File: config.mk
export PLATFORM = sky130hd
export DESIGN_NAME = dsp_opcode_decoder
export DESIGN_NICKNAME = d
export VERILOG_FILES = /design/src/core/dsp_decode_pkg.sv /design/src/core/dsp_opcode_decoder.sv /design/src/core/field_split.sv /design/src/core/opcode_match.sv
export SDC_FILE = /design/constraint.sdc
export NUM_CORES = 1
export LEC_CHECK = 0
export CORE_MARGIN = 1
export CORE_UTILIZATION = 30
export CTS_CLUSTER_SIZE = 24
export DETAILED_ROUTE_END_ITERATION = 16
export DONT_BUFFER_PORTS = 1
export MAX_ROUTING_LAYER = met4
export PLACE_DENSITY = 0.53
export SLEW_MARGIN = 30
export SYNTH_ARGS = -nofsm -noshare
export SYNTH_HDL_FRONTEND = slang
export SYNTH_HIERARCHICAL = 1
export SYNTH_SLANG_ARGS = --single-unit
File: constraint.sdc
create_clock -name clock -period 2.5 [get_ports clock]
set_clock_uncertainty 0.05 [all_clocks]
set_input_delay 0.5 -clock clock [delete_from_list [all_inputs] [get_ports clock]]
set_output_delay 0.5 -clock clock [all_outputs]
set_load 0.005 [all_outputs]
File: src/core/dsp_decode_pkg.sv
// Package of opcode patterns, operation codes and decode result types.
package dsp_decode_pkg;

   // ----------------------------------------------------------------
   // Opcode patterns
   // ----------------------------------------------------------------
   localparam logic [15:0] OPC_STACK_UNLOAD_ACC = 16'hBE32;
   localparam logic [15:0] OPC_STACK_LOAD_ACC   = 16'hBE3C;
   localparam logic [15:0] OPC_RETURN           = 16'hEF00;
   localparam logic [15:0] OPC_PRODUCT_MINUS    = 16'hBE05;
   localparam logic [15:0] OPC_XOR_LONG16       = 16'hBE83;
   localparam logic [7:0]  HI_STACK_TO_MEM      = 8'h8A;
   localparam logic [7:0]  HI_MEM_TO_STACK      = 8'h76;
   localparam logic [5:0]  HI6_COND_RETURN      = 6'b1110_11;
   localparam logic [7:0]  HI_REPEAT_IMM        = 8'hBB;
   localparam logic [7:0]  HI_REPEAT_MEM        = 8'h0B;
   localparam logic [3:0]  NIB_STORE_ACC        = 4'h9;
   localparam logic [7:0]  HI_AUX_DEC           = 8'h7C;
   localparam logic [11:0] HI12_STATUS_SET      = 12'hBE4;
   localparam logic [7:0]  HI_LONG_FORMS        = 8'hBF;
   localparam logic [3:0]  NIB_MINUS_LONG       = 4'hA;
   localparam logic [7:0]  HI_SQUARE_ACC        = 8'h52;
   localparam logic [7:0]  HI_SQUARE_SUB        = 8'h53;
   localparam logic [7:0]  HI_STORE_LONG        = 8'hAE;
   localparam logic [3:0]  NIB_MINUS_SHIFT      = 4'h3;
   localparam logic [7:0]  HI_MINUS_SHORT       = 8'hBA;
   localparam logic [7:0]  HI_MINUS_HIGH        = 8'h65;
   localparam logic [7:0]  HI_MINUS_BORROW      = 8'h64;
   localparam logic [7:0]  HI_COND_MINUS        = 8'h0A;
   localparam logic [7:0]  HI_MINUS_NO_EXT      = 8'h66;
   localparam logic [7:0]  HI_MINUS_T_SHIFT     = 8'h67;
   localparam logic [7:0]  HI_XOR_MEM           = 8'h6C;
   localparam logic [7:0]  HI_ZERO_LOAD_ROUND   = 8'h68;
   localparam logic [7:0]  HI_STATUS_STORE0     = 8'h8E;
   localparam logic [7:0]  HI_STATUS_STORE1     = 8'h8F;

   // ----------------------------------------------------------------
   // Status-bit select codes
   // ----------------------------------------------------------------
   localparam logic [3:0] SEL_CARRY      = 4'hF;
   localparam logic [3:0] SEL_BLOCK_PROG = 4'h5;
   localparam logic [3:0] SEL_INT_DIS    = 4'h1;
   localparam logic [3:0] SEL_OVF_MODE   = 4'h3;
   localparam logic [3:0] SEL_TEST_FLAG  = 4'hB;
   localparam logic [3:0] SEL_EXT_FLAG   = 4'hD;
   localparam logic [3:0] SEL_SIGN_EXT   = 4'h7;

   // ----------------------------------------------------------------
   // Cycle counts
   // ----------------------------------------------------------------
   localparam logic [2:0] CYC_ONE     = 3'h1;
   localparam logic [2:0] CYC_TWO     = 3'h2;
   localparam logic [2:0] CYC_RET     = 3'h4;
   localparam logic [2:0] CYC_RET_NOT = 3'h2;

   // ----------------------------------------------------------------
   // Types
   // ----------------------------------------------------------------
   typedef enum logic [4:0] {
      OP_NONE            = 5'b00000,
      OP_STACK_UNLOAD_ACC= 5'b00001,
      OP_STACK_TO_MEM    = 5'b00010,
      OP_MEM_TO_STACK    = 5'b00011,
      OP_STACK_LOAD_ACC  = 5'b00100,
      OP_RETURN          = 5'b00101,
      OP_COND_RETURN     = 5'b00110,
      OP_REPEAT          = 5'b00111,
      OP_STORE_ACC_HIGH  = 5'b01000,
      OP_STORE_ACC_LOW   = 5'b01001,
      OP_AUX_DEC         = 5'b01010,
      OP_STATUS_SET      = 5'b01011,
      OP_PRODUCT_SHIFT   = 5'b01100,
      OP_SQUARE_ACC      = 5'b01101,
      OP_SQUARE_SUB      = 5'b01110,
      OP_STORE_LONG      = 5'b01111,
      OP_MINUS_SHIFT     = 5'b10000,
      OP_MINUS_LONG      = 5'b10001,
      OP_MINUS_SHORT     = 5'b10010,
      OP_MINUS_HIGH      = 5'b10011,
      OP_MINUS_BORROW    = 5'b10100,
      OP_COND_MINUS      = 5'b10101,
      OP_MINUS_NO_EXT    = 5'b10110,
      OP_MINUS_T_SHIFT   = 5'b10111,
      OP_XOR_MEM         = 5'b11000,
      OP_XOR_LONG        = 5'b11001,
      OP_ZERO_LOAD_ROUND = 5'b11010,
      OP_STATUS_STORE    = 5'b11011,
      OP_PRODUCT_MINUS   = 5'b11100
   } op_t;

   typedef enum logic [0:0] {
      ST_FIRST  = 1'b0,
      ST_SECOND = 1'b1
   } phase_t;

   typedef struct packed {
      op_t         op;
      logic        valid;
      logic        illegal;
      logic        twoWord;
      logic        fromMem;
      logic [7:0]  field;
      logic [3:0]  shift;
      logic [2:0]  select;
      logic [3:0]  statusSel;
      logic [15:0] constant;
      logic [2:0]  cyclesTaken;
      logic [2:0]  cyclesSkipped;
   } decode_t;

endpackage

File: src/core/dsp_opcode_decoder.sv
// Top of the instruction decoder: word sequencing and registered results.
//
// Function
// - Word BE32 decodes as stack unload into low accumulator, one cycle.
// - Upper byte 8A pops stack to addressed data memory, one cycle.
// - Upper byte 76 pushes addressed data memory onto stack, one cycle.
// - Word BE3C pushes low accumulator onto stack, one cycle.
// - EF00 returns in four; 1110 11TP returns conditionally, four or two.
// - Upper byte BB or 0B repeats next instruction, count immediate or memory.
// - Nibble 9 stores accumulator high or low with three-bit shift.
// - Upper byte 7C subtracts immediate from current auxiliary register.
// - BE4x sets one status bit chosen by the low nibble.
// - Upper byte BF, short form, sets the product output shift mode.
// - Upper bytes 52 and 53 square operand, accumulate or subtract product.
// - Upper byte AE stores following constant word to memory, two cycles.
// - Nibble 3 subtracts operand shifted by bits 11 to 8.
// - BFAx plus constant word subtracts shifted constant, two cycles.
// - Upper byte BA subtracts short immediate from accumulator.
// - Upper bytes 65, 64, 0A, 66, 67 decode the remaining subtract forms.
// - Byte 6C xors operand; BE83 plus constant xors it shifted sixteen.
// - Upper byte 68 zeroes low, loads high with rounding.
// - Upper bytes 8E and 8F store status register zero or one.
// - Word BE05 subtracts product register from accumulator.
`timescale 1ns/1ps
module dsp_opcode_decoder
   import dsp_decode_pkg::*;
(
   input  wire logic                  clock,
   input  wire logic                  rstn,
   input  wire logic [15:0]           fetchWord,
   input  wire logic                  fetchValid,
   output dsp_decode_pkg::decode_t    decoded,
   output logic                       expectConst
);

   import dsp_decode_pkg::*;

   // ----------------------------------------------------------------
   // State
   // ----------------------------------------------------------------
   typedef struct packed {
      phase_t  phase;
      decode_t pending;
      decode_t out;
   } state_t;

   state_t  cur;
   state_t  next_cur;
   decode_t matched;

   opcode_match u_match
   (
      .word   (fetchWord),
      .result (matched)
   );

   // ----------------------------------------------------------------
   // Sequencing
   // ----------------------------------------------------------------
   // A first word of a long form is held until its constant arrives, so
   // the pipeline never sees the constant decoded as an instruction.
   always_comb
   begin
      next_cur       = cur;
      next_cur.out.valid = 1'b0;
      if (fetchValid)
      begin
         case (cur.phase)
            ST_FIRST:
            begin
               if (matched.twoWord)
               begin
                  next_cur.pending = matched;
                  next_cur.phase   = ST_SECOND;
               end
               else
                  next_cur.out = matched;
            end
            ST_SECOND:
            begin
               next_cur.out          = cur.pending;
               next_cur.out.constant = fetchWord;
               next_cur.phase        = ST_FIRST;
            end
            default:
               next_cur.phase = ST_FIRST;
         endcase
      end
   end

   // ----------------------------------------------------------------
   // Registers
   // ----------------------------------------------------------------
   always_ff @(posedge clock or negedge rstn)
   begin
      if (!rstn)
         cur <= '0;
      else
         cur <= next_cur;
   end

   assign decoded     = cur.out;
   assign expectConst = cur.phase == ST_SECOND;
endmodule

File: src/core/field_split.sv
// Splits an instruction word into its upper byte, nibbles and low byte.
`timescale 1ns/1ps
module field_split
   import dsp_decode_pkg::*;
(
   input  wire logic [15:0] word,
   output logic      [7:0]  upper,
   output logic      [7:0]  lower,
   output logic      [3:0]  nib3,
   output logic      [3:0]  nib2
);

   // ----------------------------------------------------------------
   // Field slices, taken from the most significant nibble down.
   // ----------------------------------------------------------------
   assign upper = word[15:8];
   assign lower = word[7:0];
   assign nib3  = word[15:12];
   assign nib2  = word[11:8];

endmodule

File: src/core/opcode_match.sv
// Combinational classifier of one first instruction word.
`timescale 1ns/1ps
module opcode_match
   import dsp_decode_pkg::*;
(
   input  wire logic [15:0] word,
   output decode_t          result
);

   logic [7:0] upper;
   logic [7:0] lower;
   logic [3:0] nib3;
   logic [3:0] nib2;

   field_split u_split
   (
      .word  (word),
      .upper (upper),
      .lower (lower),
      .nib3  (nib3),
      .nib2  (nib2)
   );

   // ----------------------------------------------------------------
   // Pattern match; exact words are tried before byte and nibble forms.
   // ----------------------------------------------------------------
   always_comb
   begin
      result               = '0;
      result.op            = OP_NONE;
      result.valid         = 1'b1;
      result.field         = lower;
      result.cyclesTaken   = CYC_ONE;
      result.cyclesSkipped = CYC_ONE;
      if (word == OPC_STACK_UNLOAD_ACC)
         result.op = OP_STACK_UNLOAD_ACC;
      else if (word == OPC_STACK_LOAD_ACC)
         result.op = OP_STACK_LOAD_ACC;
      else if (word == OPC_PRODUCT_MINUS)
         result.op = OP_PRODUCT_MINUS;
      else if (word == OPC_XOR_LONG16)
      begin
         result.op          = OP_XOR_LONG;
         result.twoWord     = 1'b1;
         result.shift       = 4'hF;                   // Flagged as 16.
         result.cyclesTaken = CYC_TWO;
      end
      else if (word == OPC_RETURN)
      begin
         result.op            = OP_RETURN;
         result.cyclesTaken   = CYC_RET;
         result.cyclesSkipped = CYC_RET;
      end
      else if (word[15:10] == HI6_COND_RETURN)
      begin
         result.op            = OP_COND_RETURN;
         result.select        = {1'b0, word[9:8]};
         result.cyclesTaken   = CYC_RET;
         result.cyclesSkipped = CYC_RET_NOT;
      end
      else if (word[15:4] == HI12_STATUS_SET)
      begin
         result.op        = OP_STATUS_SET;
         result.statusSel = word[3:0];
         case (word[3:0])
            SEL_CARRY, SEL_BLOCK_PROG, SEL_INT_DIS, SEL_OVF_MODE,
            SEL_TEST_FLAG, SEL_EXT_FLAG, SEL_SIGN_EXT:
               result.illegal = 1'b0;
            default:
               result.illegal = 1'b1;
         endcase
      end
      else if (upper == HI_LONG_FORMS && word[7:4] == NIB_MINUS_LONG)
      begin
         result.op          = OP_MINUS_LONG;
         result.twoWord     = 1'b1;
         result.shift       = word[3:0];
         result.cyclesTaken = CYC_TWO;
      end
      // BF0 with bit 3 set is the long aux-register load; it stays illegal
      // here so that the word itself is never taken as shift mode.
      else if (upper == HI_LONG_FORMS && !word[7] &&
               !(word[7:4] == 4'h0 && word[3]))
         result.op = OP_PRODUCT_SHIFT;
      else if (nib3 == NIB_STORE_ACC)
      begin
         result.op     = nib2[3] ? OP_STORE_ACC_HIGH
                                 : OP_STORE_ACC_LOW;
         result.select = nib2[2:0];
      end
      else if (nib3 == NIB_MINUS_SHIFT)
      begin
         result.op    = OP_MINUS_SHIFT;
         result.shift = nib2;
      end
      else
      begin
         case (upper)
            HI_STACK_TO_MEM:  result.op = OP_STACK_TO_MEM;
            HI_MEM_TO_STACK:  result.op = OP_MEM_TO_STACK;
            HI_REPEAT_IMM:    result.op = OP_REPEAT;
            HI_REPEAT_MEM:
            begin
               result.op      = OP_REPEAT;
               result.fromMem = 1'b1;
            end
            HI_AUX_DEC:       result.op = OP_AUX_DEC;
            HI_SQUARE_ACC:    result.op = OP_SQUARE_ACC;
            HI_SQUARE_SUB:    result.op = OP_SQUARE_SUB;
            HI_STORE_LONG:
            begin
               result.op          = OP_STORE_LONG;
               result.twoWord     = 1'b1;
               result.cyclesTaken = CYC_TWO;
            end
            HI_MINUS_SHORT:   result.op = OP_MINUS_SHORT;
            HI_MINUS_HIGH:    result.op = OP_MINUS_HIGH;
            HI_MINUS_BORROW:  result.op = OP_MINUS_BORROW;
            HI_COND_MINUS:    result.op = OP_COND_MINUS;
            HI_MINUS_NO_EXT:  result.op = OP_MINUS_NO_EXT;
            HI_MINUS_T_SHIFT: result.op = OP_MINUS_T_SHIFT;
            HI_XOR_MEM:       result.op = OP_XOR_MEM;
            HI_ZERO_LOAD_ROUND: result.op = OP_ZERO_LOAD_ROUND;
            HI_STATUS_STORE0, HI_STATUS_STORE1:
            begin
               result.op     = OP_STATUS_STORE;
               result.select = {2'b00, upper[0]};
            end
            default:
            begin
               result.op      = OP_NONE;
               result.illegal = 1'b1;
            end
         endcase
      end
   end

endmodule

==> run metrics <==
outcome=finished with violations; failing checks=design-rule violations, negative hold slack; P per Cell Area=547.4 nW/um^2; PortBufs=0; crit path kind=primary input to register; clock power share=43.5%; Worst-path clk slew=0.06 ns; Hold WC Path Type=primary input to asynchronous set/reset pin; syn_area_per_cell=9.069 sq um; number of synthesized flops with an enable pin=0; Final Total Pwr=3.093 mW; Int Power=2.380 mW; Horiz. Die Dim=139.0 um; P_sw=0.7137 mW; Final Setup Violations=0; clock sink total=85; Fillers=1,876; Critical Path AT=2.36 ns; r2r worst-path depth=4; final hold violations=85; wire per inst=19.42 um; Initial Util=30.93%; synth warn=6; Final Max Slew Viols=0; Layout Area Growth over Synthesis=0.3555%; Synth Register Bits=85; first-pass GRT wire length=24,160 um; post-CTS sizing=0; CTS max path bufs=2; IO Pins=70; crit end category=register; Core Box Area=18,210 sq um; ys async rst share=100.0%; sequential share of the synthesized area=37.77%; critical path peak fanout=13; Buf+Inv Stages, Crit Path=1; FP Rows=49; clock latency on the worst-skew pair=0.34 ns; min Tclk post-route=2.141 ns; Global Route Usage Sum=16.65%; CP max stage cell=o21ai_0; crit path cell chain=and4bb_1 -> and2_1 -> and4_1 -> nor2_2 -> buf_4 -> nand3_1 -> o21ai_0 -> nand2b_1 -> o22ai_1 -> nor2_1; CTS H-tree lvls=3; CP top delay family=simple AND/OR/NAND/NOR gates; Layout Utilization=31.04%; grt ovf=0; WL final=14,950 um; Crit path depth=10; Placed Area=5351 sq um; Lkg Pwr=2.468 nW; Cells after Synth=621; Vias=4,224; WHS=-0.1972 ns; drt initial violations=353; setup bufs post-CTS=0; Sw Ratio=23.07%; synthesized cell area=5632 sq um; dpl ws=-0.005099 ns; Rel. slew slack=54.78%; Detail Route Antenna Nets=0; Flop pwr share=50.0%; Worst EP required=2.72 ns; share of layout cells above drive strength 1=11.83%; Avg Vias per Cell=5.486; Net count, final=556; Least-Margin Pin Slew=0.6688 ns; CTS tree=built; Max Clock Freq=0.4671 GHz; DRC=6; crit start category=primary input; count of different cell masters after synthesis=67; initial antenna violation count=0; main flop type after synthesis=dfrtp_1; total iterations of the first detailed-routing run=13; Comb pwr share=6.5%; slowest cell delay on critical path=0.45 ns; largest net degree at the start of global routing=102; fin crit share=85.64%; hpwl dp=10,290 um; RSZ-0062 raised after global routing=no; Setup WS post-layout=0.3591 ns; Clock Root Buffer=clkbuf_16; max-cap viol count=0; antenna cells=0; Peak VDD IR=0.0003308 V; CTS Buf Count=9; cell area after layout=5652 sq um; Die H=139.0 um; vias in the first global route=4,141; GP Congestion=0.9360; DIE AREA=19,320 sq um
worst paths after layout:
| kind | start | slack (ns) | endpoint |
|---|---|---|---|
| worst min register to register | cur[92]$_DFFE_PN0P_ | 0.44 | cur[92]$_DFFE_PN0P_ |
| max in group asynchronous | rstn | 2.45 | decoded[12]$_DFFE_PN0P_ |
| worst max register to register | expectConst$_DFFE_PN0P_ | 0.99 | cur[99]$_DFFE_PN0P_ |
| worst min-delay path | rstn | -0.20 | decoded[0]$_DFFE_PN0P_ |
| min in group clock | fetchValid | 0.24 | expectConst$_DFFE_PN0P_ |
| worst max-delay path | fetchWord[14] | 0.36 | decoded[32]$_DFFE_PN0P_ |
flip-flops by register name, indices dropped and copies added, names as in the netlist:
| register | flops |
|---|---|
| expectConst | 1 |
| decoded | 50 |
| cur | 34 |
metal layers:
metal | part of all wire (%) | vias up | GRT usage [%]
met2 | 44 | 150 | 24.24
met3 | 8.3 | 16 | 5.836
met5 | 0 | - | -
li1 | - | 1973 | -
met4 | 1.4 | 0 | 4.854
met1 | 46 | 2085 | 21.61
area by class of cell:
class,instances,area [sq um],area share [%]
repair buffers,19,205.2,3.631
clock inverters,4,47.55,0.8413
multi-input cells,414,2703,47.82
flip-flops and latches,85,2127,37.64
clock buffers,11,252.7,4.472
inverters,8,30.03,0.5313
well taps,229,286.5,5.070
through the flow:
stage                     setup TNS [ns]  instances
final                                  0        770
after global routing                   0        770
after CTS                              0        770
after detailed placement       -0.005099        755
after global placement         -0.004692        755
after floorplan                  -0.4853        636
logic make-up (layout without fill, tap and decap cells):
| kind of cell | count (synthesis) | after routing | share of synthesized area, % |
|---|---|---|---|
| buffers and inverters | 137 | 42 | 16.49 |
| and+or+nand+nor | 217 | 217 | 21.91 |
| xor gates and xnor gates | 1 | 1 | 0.1555 |
| muxes | 33 | 33 | 6.599 |
| DFF | 85 | 85 | 37.77 |
| other | 2 | 17 | 0.1334 |
| AOI/OAI and AO/OA | 146 | 146 | 16.95 |
cell usage in the layout (no fill, tap or decap), types with 3 or more instances in the layout:
cell,instances
dfrtp_1,85
and3_1,3
or3_1,3
nand3b_1,3
buf_4,14
nand3_1,5
inv_1,6
nor2_1,67
and4_1,3
nor2_2,3
o21ai_0,6
nand4_1,4
mux2_1,32
buf_12,5
and2_1,3
conb_1,17
o22ai_1,95
a22oi_1,5
nor2b_1,4
a211oi_1,3
clkbuf_16,9
nand2_1,19
nor3_1,7
a21oi_1,12
nor3b_1,4
nand2b_1,55
power by group through the flow:
stage / clock network, mW / registers (mW) / logic (mW)
6_report: 1.34 / 1.55 / 0.201
3_5_place_dp: 0 / 1.58 / 0.201
3_3_place_gp: 0 / 1.57 / 0.195
2_1_floorplan: 0 / 1.53 / 0.364
5_1_grt: 1.44 / 1.56 / 0.229
4_1_cts: 1.39 / 1.55 / 0.201
cell usage after synthesis (all sizes together) (2+ instances only):
master | number | area, sq um
nor3 | 7 | 35.03
and2 | 5 | 32.53
a32o | 2 | 20.02
dfrtp | 85 | 2127
nand2 | 20 | 77.58
buf | 121 | 868.3
nor4b | 3 | 32.53
clkbuf | 8 | 30.03
nand2b | 57 | 356.6
nor2b | 5 | 31.28
nor2 | 70 | 267.8
a21oi | 13 | 65.06
o41ai | 2 | 25.03
a31oi | 2 | 12.51
o32ai | 2 | 17.52
o211ai | 2 | 15.01
nand4b | 2 | 23.77
nand4bb | 2 | 22.52
nor3b | 5 | 37.54
nor4 | 5 | 43.79
inv | 8 | 30.03
mux2 | 33 | 371.6
a22oi | 5 | 37.54
nand3 | 6 | 35.03
o21ai | 9 | 45.04
o31ai | 2 | 15.01
o21bai | 2 | 15.01
and3 | 5 | 37.54
or4 | 3 | 30.03
nand3b | 3 | 22.52
conb | 2 | 7.510
o22ai | 95 | 594.3
or2 | 3 | 18.77
or3 | 4 | 30.03
and4 | 3 | 26.28
nand4 | 4 | 25.02
a211oi | 4 | 35.03
Power figures use the tool's default switching activity.
